File: config.mk
export PLATFORM = sky130hd
export DESIGN_NAME = asop_pipeline
export DESIGN_NICKNAME = d
export VERILOG_FILES = /design/src/asop_pkg.sv /design/src/asop_pipeline.sv /design/src/asop_fifo.sv
export SDC_FILE = /design/constraint.sdc
export NUM_CORES = 1
export LEC_CHECK = 0
export BUFFER_PORTS_ARGS = -buffer_cell sky130_fd_sc_hd__buf_2
export CORE_UTILIZATION = 63
export CTS_CLUSTER_DIAMETER = 120
export DETAILED_ROUTE_END_ITERATION = 10
export PLACE_DENSITY = 0.85
export SYNTH_ARGS = -nofsm -noshare
export SYNTH_HDL_FRONTEND = slang
export SYNTH_SLANG_ARGS = --single-unit
File: constraint.sdc
create_clock -name clk -period 8.7 [get_ports clk]
set_input_delay 1.74 -clock clk [delete_from_list [all_inputs] [get_ports clk]]
set_output_delay 1.74 -clock clk [all_outputs]
set_load 0.02 [all_outputs]
File: src/asop_pkg.sv
package asop_pkg;

    localparam int CODE_W = 12;
    localparam int AIN_W = 16;
    localparam int DIFF_W = 18;
    localparam int PIPE_DEPTH = 6;
    localparam int FIFO_DEPTH = 4;
    localparam int SYNC_STAGES = 3;

    localparam logic [CODE_W-1:0] CODE_MIN = 12'h000;
    localparam logic [CODE_W-1:0] CODE_QTR = 12'h400;
    localparam logic [CODE_W-1:0] CODE_MID = 12'h800;
    localparam logic [CODE_W-1:0] CODE_3QTR = 12'hc00;
    localparam logic [CODE_W-1:0] CODE_MAX = 12'hfff;

    // One reference of input swing, in input units, spans a quarter of the code range
    localparam logic signed [DIFF_W-1:0] VREF_UNITS = 18'sh00800;
    localparam logic signed [DIFF_W-1:0] MID_OFS = 18'sh00800;
    localparam logic signed [DIFF_W-1:0] MAX_S = 18'sh00fff;
    localparam logic signed [DIFF_W-1:0] ZERO_S = 18'sh00000;

    localparam logic [3:0] WARMUP_CYCLES = 4'h6;

    typedef struct packed {
        logic vld;
        logic [CODE_W-1:0] code;
    } asop_word_t;

    typedef struct packed {
        logic [SYNC_STAGES-1:0] sleep_sync;
        logic [SYNC_STAGES-1:0] fmt_sync;
        logic [SYNC_STAGES-1:0] se_sync;
        logic asleep;
        logic fmt_tc;
        logic single;
        logic [3:0] warm;
        logic [PIPE_DEPTH-1:0] vld;
        logic [PIPE_DEPTH-1:0][CODE_W-1:0] code;
        logic overrun;
    } asop_state_t;

    localparam asop_state_t ST_RESET = '{
        sleep_sync: 3'h7,
        fmt_sync: 3'h0,
        se_sync: 3'h0,
        asleep: 1'b1,
        fmt_tc: 1'b0,
        single: 1'b0,
        warm: 4'h0,
        vld: 6'h00,
        code: 72'h0,
        overrun: 1'b0
    };

endpackage

File: src/asop_pipeline.sv
`timescale 1ns/1ps
`default_nettype none

// Functional notes
// - Take one new input sample on every rising clock edge; the code skips the six warm-up edges after each wake.
// - A sample's code appears exactly six clock cycles after its sampling edge; the code writes it to the buffer then, behind stalled words, or drops it if full
// - A fresh output word every clock, word rate equals clock rate.
// - Output words are twelve bits on a parallel data bus.
// - Differential offset binary: -FS zeros, zero midscale, +FS ones, half points quarters.
// - Single-ended: two references either side of common mode span full range.
// - Inputs beyond full scale saturate at minimum or maximum code, never wrap.
// - Power-down input high enters low power and stops conversion.
// - Format input high selects two's complement, low selects offset binary.
// - During power-down outputs are undefined and in-flight samples are lost.
module asop_pipeline
    import asop_pkg::*;
(
    input wire logic clk,
    input wire logic resetn,
    input wire logic signed [AIN_W-1:0] positive_analog_input,
    input wire logic signed [AIN_W-1:0] negative_analog_input,
    input wire logic signed [AIN_W-1:0] common_mode_level,
    input wire logic single_ended_select,
    input wire logic sleep_request_pin,
    input wire logic code_format_select,
    input wire logic capture_ready,
    output logic [CODE_W-1:0] sample_word,
    output logic sample_valid,
    output logic sample_overrun,
    output logic sleep_active
);
    localparam int LAST = PIPE_DEPTH - 1;

    asop_state_t st_ff;
    asop_state_t nxt_st;
    asop_word_t push_word;
    logic signed [DIFF_W-1:0] diff;
    logic take;
    logic push_ready;

    function automatic logic [CODE_W-1:0] asop_clip(input logic signed [DIFF_W-1:0] d);
        logic signed [DIFF_W-1:0] v;
        v = d + MID_OFS;
        if (v < ZERO_S) begin
            return CODE_MIN;
        end else if (v > MAX_S) begin
            return CODE_MAX;
        end
        return v[CODE_W-1:0];
    endfunction

    function automatic logic [CODE_W-1:0] asop_format(input logic [CODE_W-1:0] c,
                                                      input logic tc);
        return tc ? {~c[CODE_W-1], c[CODE_W-2:0]} : c;
    endfunction

    // Conversion only runs once awake and the warm-up count has run out
    assign take = !st_ff.asleep && (st_ff.warm == WARMUP_CYCLES);

    always_comb begin
        // Full scale is two references of difference in either mode, so both are halved
        if (st_ff.single) begin
            diff = (DIFF_W'(positive_analog_input) - DIFF_W'(common_mode_level)) >>> 1;
        end else begin
            diff = (DIFF_W'(positive_analog_input)
                    - DIFF_W'(negative_analog_input)) >>> 1;
        end
    end

    always_comb begin
        push_word.vld = st_ff.vld[LAST];
        push_word.code = asop_format(st_ff.code[LAST], st_ff.fmt_tc);
    end

    always_comb begin
        nxt_st = st_ff;
        nxt_st.sleep_sync = {st_ff.sleep_sync[1:0], sleep_request_pin};
        nxt_st.fmt_sync = {st_ff.fmt_sync[1:0], code_format_select};
        nxt_st.se_sync = {st_ff.se_sync[1:0], single_ended_select};
        if (st_ff.sleep_sync[1] == st_ff.sleep_sync[2]) begin
            nxt_st.asleep = st_ff.sleep_sync[2];
        end
        // Format flips mid-stream; words around the change are not guarded
        if (st_ff.fmt_sync[1] == st_ff.fmt_sync[2]) begin
            nxt_st.fmt_tc = st_ff.fmt_sync[2];
        end
        if (st_ff.se_sync[1] == st_ff.se_sync[2]) begin
            nxt_st.single = st_ff.se_sync[2];
        end
        if (st_ff.asleep) begin
            nxt_st.warm = '0;
        end else if (st_ff.warm != WARMUP_CYCLES) begin
            nxt_st.warm = 4'(st_ff.warm + 1'b1);
        end
        // One sample per edge, clipped then shifted down the pipe
        nxt_st.vld = {st_ff.vld[LAST-1:0], take};
        nxt_st.code = {st_ff.code[LAST-1:0], asop_clip(diff)};
        if (st_ff.asleep) begin
            nxt_st.vld = '0;
        end
        // The converter cannot stall, so a full buffer drops the word
        nxt_st.overrun = push_word.vld && !push_ready;
    end

    always_ff @(posedge clk) begin
        if (!resetn) begin
            st_ff <= ST_RESET;
        end else begin
            st_ff <= nxt_st;
        end
    end

    // Sixth edge after sampling writes the buffer, whose head is visible at once
    asop_fifo #(
        .W(CODE_W),
        .DEPTH(FIFO_DEPTH)
    ) u_fifo (
        .clk(clk),
        .resetn(resetn),
        .flush(st_ff.asleep),
        .in_valid(push_word.vld),
        .in_data(push_word.code),
        .in_ready(push_ready),
        .out_valid(sample_valid),
        .out_data(sample_word),
        .out_ready(capture_ready)
    );

    assign sample_overrun = st_ff.overrun;
    assign sleep_active = st_ff.asleep;
endmodule

`default_nettype wire

File: src/asop_fifo.sv
`timescale 1ns/1ps
`default_nettype none

module asop_fifo #(
    parameter int W = 12,
    parameter int DEPTH = 4
) (
    input wire logic clk,
    input wire logic resetn,
    input wire logic flush,
    input wire logic in_valid,
    input wire logic [W-1:0] in_data,
    output logic in_ready,
    output logic out_valid,
    output logic [W-1:0] out_data,
    input wire logic out_ready
);
    localparam int PW = (DEPTH > 1) ? $clog2(DEPTH) : 1;
    localparam logic [PW:0] FULL = (PW+1)'(DEPTH);
    localparam logic [PW-1:0] LAST = PW'(DEPTH - 1);

    typedef struct packed {
        logic [DEPTH-1:0][W-1:0] mem;
        logic [PW-1:0] wr;
        logic [PW-1:0] rd;
        logic [PW:0] cnt;
    } asop_fifo_state_t;

    asop_fifo_state_t st_ff;
    asop_fifo_state_t nxt_st;
    logic wr_en;
    logic rd_en;

    function automatic logic [PW-1:0] asop_ptr_inc(input logic [PW-1:0] p);
        return (p == LAST) ? '0 : PW'(p + 1'b1);
    endfunction

    assign in_ready = (st_ff.cnt != FULL);
    assign out_valid = (st_ff.cnt != '0);
    assign out_data = st_ff.mem[st_ff.rd];
    assign wr_en = in_valid && in_ready;
    assign rd_en = out_valid && out_ready;

    always_comb begin
        nxt_st = st_ff;
        if (flush) begin
            nxt_st.wr = '0;
            nxt_st.rd = '0;
            nxt_st.cnt = '0;
        end else begin
            if (wr_en) begin
                nxt_st.mem[st_ff.wr] = in_data;
                nxt_st.wr = asop_ptr_inc(st_ff.wr);
            end
            if (rd_en) begin
                nxt_st.rd = asop_ptr_inc(st_ff.rd);
            end
            if (wr_en && !rd_en) begin
                nxt_st.cnt = (PW+1)'(st_ff.cnt + 1'b1);
            end else if (rd_en && !wr_en) begin
                nxt_st.cnt = (PW+1)'(st_ff.cnt - 1'b1);
            end
        end
    end

    always_ff @(posedge clk) begin
        if (!resetn) begin
            st_ff <= '0;
        end else begin
            st_ff <= nxt_st;
        end
    end

endmodule

`default_nettype wire

==> impl_metrics.yaml, run 1 <==
synth:
  netlist_top_cells_count: "dfxtp_1, nand2_1, and2_1"
  synthXorXnorAreaFrac_pct: 2.387
  synthAdderAreaFrac_pct: 5.456
  ys_warn_count: 0
  synthDistinctLibCells: 52
  synthMostInstantiatedCell: "dfxtp_1"
  synthMuxAreaShare_pct: 7.242
  synthFlopType: "dfxtp_1"
  syn_nets: 713
  synth_compound_area_share_pct: 15.09
  synth_area_um2: 6237
  synth.largest_area_cell: "dfxtp_1"
  ys_async_sr_fraction_pct: 0
  synth-simple-area-share_pct: 18.66
  ys_seq_area_share_pct: 48.14
  synth_top_family_by_area: "simple AND/OR/NAND/NOR gates"
  synth_top_area_share_pct: 48.14
  ys_seq_elements: 150
  syn_avg_cell_area_um2: 9.853
  synth_edf_count: 0
  synthCells: 633
  ys_top_cells_by_area: "dfxtp_1, and2_1, nand2_1"
global_route:
  grt_pass1_vias: 4474
  grtUsageTotal_pct: 25.00
  grt_max_degree: 137
  grt_antenna_before_repair: 0
  overflow: 0
  grt_pass1_wl_um: 19880
min_path:
  hp-class: "reg2reg"
worst_setup_path:
  cp_max_fo: 13
  critical_path_class: "in2reg"
  critPathRequiredTime_ns: 9.16
  crit_arrival_ns: 5.38
  path_common_cell: "a221oi_2"
  crit_chain: "buf_2 > mux2i_1 > or2_2 > fa_1 > a21o_1 > a221oi_2 > nor2_2 > nor3_1 > xnor2_1 > ha_1 > nor2_1 > mux2_2 > a221oi_2 > a41o_2"
  cpMaxStageDelayCell: "a221oi_2"
  endpoint_kind: "flop"
  crit_buf_inv: 1
  slowest_delay_ns: 0.72
  crit_family: "compound AO/OA/AOI/OAI gates"
  worstSetupStartpointType: "primary input"
place:
  dpl.cell_count: 796
  gp_congestion: 0.8905
  hpwl_um: 7600
  place_ws_ns: 3.270
  io_buffers: 68
timing:
  max_freq_mhz: 203.0
  grt_setup_unrepaired: "false"
  period_share_pct: 56.61
  hold_viol: 0
  fin_setup_tns_ns: 0
  finalClockSkew_ns: 0.009867
  setup_ws_ns: 3.775
  slew_viol_final: 0
  tightest_slew_ns: 0.9719
  holdWs_ns: 0.4080
  relSlewSlack_pct: 35.12
  min_period_ns: 4.925
  setup_viol: 0
clocking:
  cts-root-buf: "clkbuf_8"
  cts_tree: "built"
  cts_inserted_buffers: 17
  worstSkewPairLatency_ns: 0.52
  cts_setup_buffers: 0
  htreeDepth: 4
  postCtsHoldBufs: 0
  cts_resized: 0
  clkTransAtPathRegs_ns: 0.06
  cts.sinks: 150
  clockBufferDepth: 2
detailed_routing:
  drc: 0
  totalWireLength_um: 11980
  ant_nets: 0
  dr.pass1.iters: 4
  drt_iter0_drc: 198
  drt-wirelength-per-cell_um: 14.47
  num_vias: 4553
  routed_via_density: 5.499
cells_and_area:
  drive_gt1_share_pct: 18.74
  design.final.nets: 766
  diodes: 0
  instances_no_fill: 828
  synthToLayoutAreaGrowth_pct: 14.84
power_and_ir_drop:
  p_leak_nw: 2.905
  ir_drop_mv: 0.1019
  p_per_area_nw_per_um2: 218.3
floorplan:
  dieArea_um2: 10300
  start_util_pct: 66.25
  dieWidth_um: 101.5
  die_h_um: 101.5
  io_pins: 69
  rows: 35
  core_area_um2: 9415
flow_run:
  max_cap_violations: 0
status:
  outcome: "complete, no violations"
-- routing by layer --
metal	up-vias	share of wire (%)	track usage (%)
li1	2270	-	-
met1	2133	40	26.88
met2	130	54	46.88
met3	20	4.2	4.969
met4	0	2.1	11.48
met5	-	0	0
-- state kept, by name, indices dropped and copies added, names as in the netlist --
name / flops
st_ff: 26
u_fifo.st_ff: 55
push_word: 1
sample_overrun: 1
nxt_st: 66
sleep_active: 1
-- power by group --
| part | internal (W) | switching, W | leakage (nW) |
|---|---|---|---|
| Sequential | 0.000718 | 0.00000840 | 1.22 |
| Combinational | 0.0000705 | 0.0000821 | 1.41 |
| Clock | 0.000373 | 0.000312 | 0.278 |
-- metrics by stage --
| step | area [um2] | power, W | utilization (%) |
|---|---|---|---|
| 2_1_floorplan | 6237 | 0.0008559 | - |
| 4_1_cts | 7163 | 0.001567 | 76.08 |
| 3_5_place_dp | 6603 | 0.0008915 | 70.13 |
| 3_3_place_gp | 6603 | 0.0008835 | 70.13 |
| 5_1_grt | 7163 | 0.001618 | 76.08 |
| 6_report | 7163 | 0.001564 | 76.08 |
-- logic make-up (layout without fill, tap and decap cells) --
family | after synthesis | after routing
buf+inv | 47 | 113
flops | 150 | 150
xor+xnor | 17 | 17
mux | 30 | 30
compound gates | 124 | 124
simple gates | 239 | 239
fa+ha+maj | 26 | 26
-- worst reg2reg max path: stages (launching register included) --
cell and delay, ns:
dfxtp_1 0.92, mux2i_1 0.23, or2_2 0.33, fa_1 0.41
a21o_1 0.21, a221oi_2 0.32, nor2_2 0.10, nor3_1 0.18
xnor2_1 0.27, ha_1 0.31, nor2_1 0.06, mux2_2 0.37
a221oi_2 0.72, a41o_2 0.20
-- cell usage in the layout, fill, tap and decap left out, drive strengths merged, types with 13 or more instances in the layout --
| cell type | n |
|---|---|
| a21boi | 46 |
| a21oi | 20 |
| and2 | 78 |
| buf | 69 |
| clkbuf | 18 |
| dfxtp | 150 |
| ha | 24 |
| inv | 21 |
| mux2i | 17 |
| nand2 | 113 |
| nor2 | 16 |
| xnor2 | 13 |
-- final timing paths --
kind / to / start / slack (ns) / cells past startpoint
setup reg to reg: nxt_st[17]$_SDFF_PN0_ / st_ff[83]$_SDFFE_PN0N_ / 4.01 / 13
setup / recovery: nxt_st[17]$_SDFF_PN0_ / common_mode_level[0] / 3.77 / 14
hold reg to reg: nxt_st[94]$_SDFF_PN1_ / nxt_st[93]$_SDFF_PN1_ / 0.41 / 1
hold / removal: nxt_st[94]$_SDFF_PN1_ / nxt_st[93]$_SDFF_PN1_ / 0.41 / 1
-- area by class of cell --
class / instances / area [um2]
clock buffers: 18 / 427.9
flip-flops and latches: 150 / 3003
repair buffers: 69 / 347.8
multi-input cells: 436 / 3045
inverters: 12 / 45.04
well taps: 129 / 161.4
fillers: 613 / 2252
clock inverters: 14 / 132.6
No activity file was read; power rests on OpenSTA's default activity.
==> inputs of run 2 (changes only) <==
- CORE_UTILIZATION: 63 -> 52
- PLACE_DENSITY: 0.85 -> 0.75
- clock period: 8.7 -> 4.05 ns (I/O delays scaled with it)
==> impl_metrics.yaml, run 2 (synthesis gave the netlist of run 1 again) <==
status:
  outcome: "finished, violations left"
  violations: "DRC"
timing:
  min_period_ns: 3.797
  slew_viol_final: 0
  tightest_slew_ns: 1.000
  max_freq_mhz: 263.4
  relSlewSlack_pct: 33.22
  fin_setup_tns_ns: 0
  period_share_pct: 93.76
  setup_viol: 0
  finalClockSkew_ns: 0.005666
  hold_viol: 0
  grt_setup_unrepaired: "false"
place:
  io_buffers: 68
  gp_congestion: 0.8851
  dpl.cell_count: 814
  hpwl_um: 7938
  post_dp_cell_area_um2: 6650
min_path:
  hp-class: "reg2reg"
cells_and_area:
  layout_commonest_cell: "dfxtp_1"
  final_cell_mix: "dfxtp_1, nand2_1, and2_1, buf_2, a21boi_0"
  synthToLayoutAreaGrowth_pct: 16.65
  largest_register_ff_count: 66
  fillers: 948
  finalInstanceArea_um2: 7276
  diodes: 0
  design.final.nets: 770
  instances_no_fill: 846
  drive_gt1_share_pct: 18.92
power_and_ir_drop:
  ir_drop_mv: 0.2856
  swShare_pct: 22.65
  clkPwrFrac_pct: 46.6
  seqPwrFrac_pct: 44.0
  p_per_area_nw_per_um2: 486.7
  p_int_w: 0.002739
  power.switching_w: 0.0008021
  p_leak_nw: 2.948
  combPwrFrac_pct: 9.4
floorplan:
  die_h_um: 111.5
  core_area_um2: 11560
  dieArea_um2: 12440
  rows: 39
  io_pins: 69
  dieWidth_um: 111.5
  start_util_pct: 53.93
global_route:
  grt_pass1_wl_um: 20530
  grt_max_degree: 83
  grtUsageTotal_pct: 20.74
  overflow: 0
  grt_antenna_before_repair: 0
  grt_pass1_vias: 4583
worst_setup_path:
  worstSetupStartpointType: "primary input"
  path_common_cell: "a221oi_2"
  crit_buf_inv: 2
  crit_arrival_ns: 4.11
  critPathRequiredTime_ns: 4.36
  crit_chain: "buf_2 > mux2i_1 > or2_2 > fa_1 > a21o_1 > a221oi_2 > nor2_2 > nor3_1 > xnor2_1 > ha_1 > nor2_1 > mux2_2 > a221oi_2 > buf_4 > a41o_2"
  r2r_setup_slack_ns: 0.27
  crit_family: "compound AO/OA/AOI/OAI gates"
  slowest_delay_ns: 0.41
  critical_path_class: "in2reg"
  endpoint_kind: "flop"
  cpMaxStageDelayCell: "fa_1"
  cp_max_fo: 13
detailed_routing:
  routed_via_density: 5.356
  dr.pass1.iters: 7
  num_vias: 4531
  drt_iter0_drc: 277
  drc: 9
  drt-wirelength-per-cell_um: 13.97
  ant_nets: 0
  totalWireLength_um: 11820
clocking:
  cts_resized: 0
  worstSkewPairLatency_ns: 0.41
  cts_tree: "built"
  cts-root-buf: "clkbuf_16"
  cts_inserted_buffers: 17
  clockBufferDepth: 2
  cts.sinks: 150
  postCtsHoldBufs: 0
  clkTransAtPathRegs_ns: 0.06
  htreeDepth: 4
  cts_setup_buffers: 0
flow_run:
  max_cap_violations: 0
[run 2: changes by cell type in the layout (fill, tap and decap cells not counted), sizes merged]
cell / previous run / this run
clkbuf: 18 / 19
buf: 69 / 73
clkinvlp: 1 / 2
inv: 21 / 17
bufinv: 0 / 4
clkinv: 4 / 2
[run 2: metrics by stage]
stage / total power [W] / utilization, % / hold WS (ns) / setup slack, ns
floorplan: 0.001839 / - / 0.3863 / 0.2296
global placement: 0.001905 / 57.50 / 0.3973 / 0.05165
detailed placement: 0.001921 / 57.50 / 0.4029 / -0.1799
CTS: 0.003571 / 62.91 / 0.4188 / 0.2699
global route: 0.003686 / 62.91 / 0.4240 / 0.01330
finish: 0.003541 / 62.91 / 0.4114 / 0.2528
[run 2: final cells by class]
class                      instances  area, um2  area share (%)
inverter                          12      45.04          0.6191
sequential                       150       3003           41.27
multi-input combinational        436       3045           41.86
timing repair buffer              73      377.9           5.193
tap                              143      178.9           2.459
clock buffer                      19      432.9           5.950
clock inverter                    13      192.7           2.648
[run 2: power by group through the flow]
stage,clock network (W),logic [W],registers (W)
after floorplan,0,0.000254,0.00158
after global placement,0,0.000314,0.00159
after detailed placement,0,0.000329,0.00159
after CTS,0.00168,0.000331,0.00156
after global routing,0.00175,0.000367,0.00156
final,0.00165,0.000331,0.00156
[run 2: worst paths after layout]
path                               start               endpoint  cells after the start
setup / recovery    common_mode_level[0]  nxt_st[19]$_SDFF_PN0_                     15
hold / removal     nxt_st[93]$_SDFF_PN1_  nxt_st[94]$_SDFF_PN1_                      1
setup reg to reg  st_ff[83]$_SDFFE_PN0N_  nxt_st[19]$_SDFF_PN0_                     14
hold reg to reg    nxt_st[93]$_SDFF_PN1_  nxt_st[94]$_SDFF_PN1_                      1
[run 2: per-layer routing]
metal  track usage [%]  share of wire [%]
met5                 0                  0
met3             5.171                4.5
met2             37.38                 51
met4             10.99                2.8
met1             22.41                 42
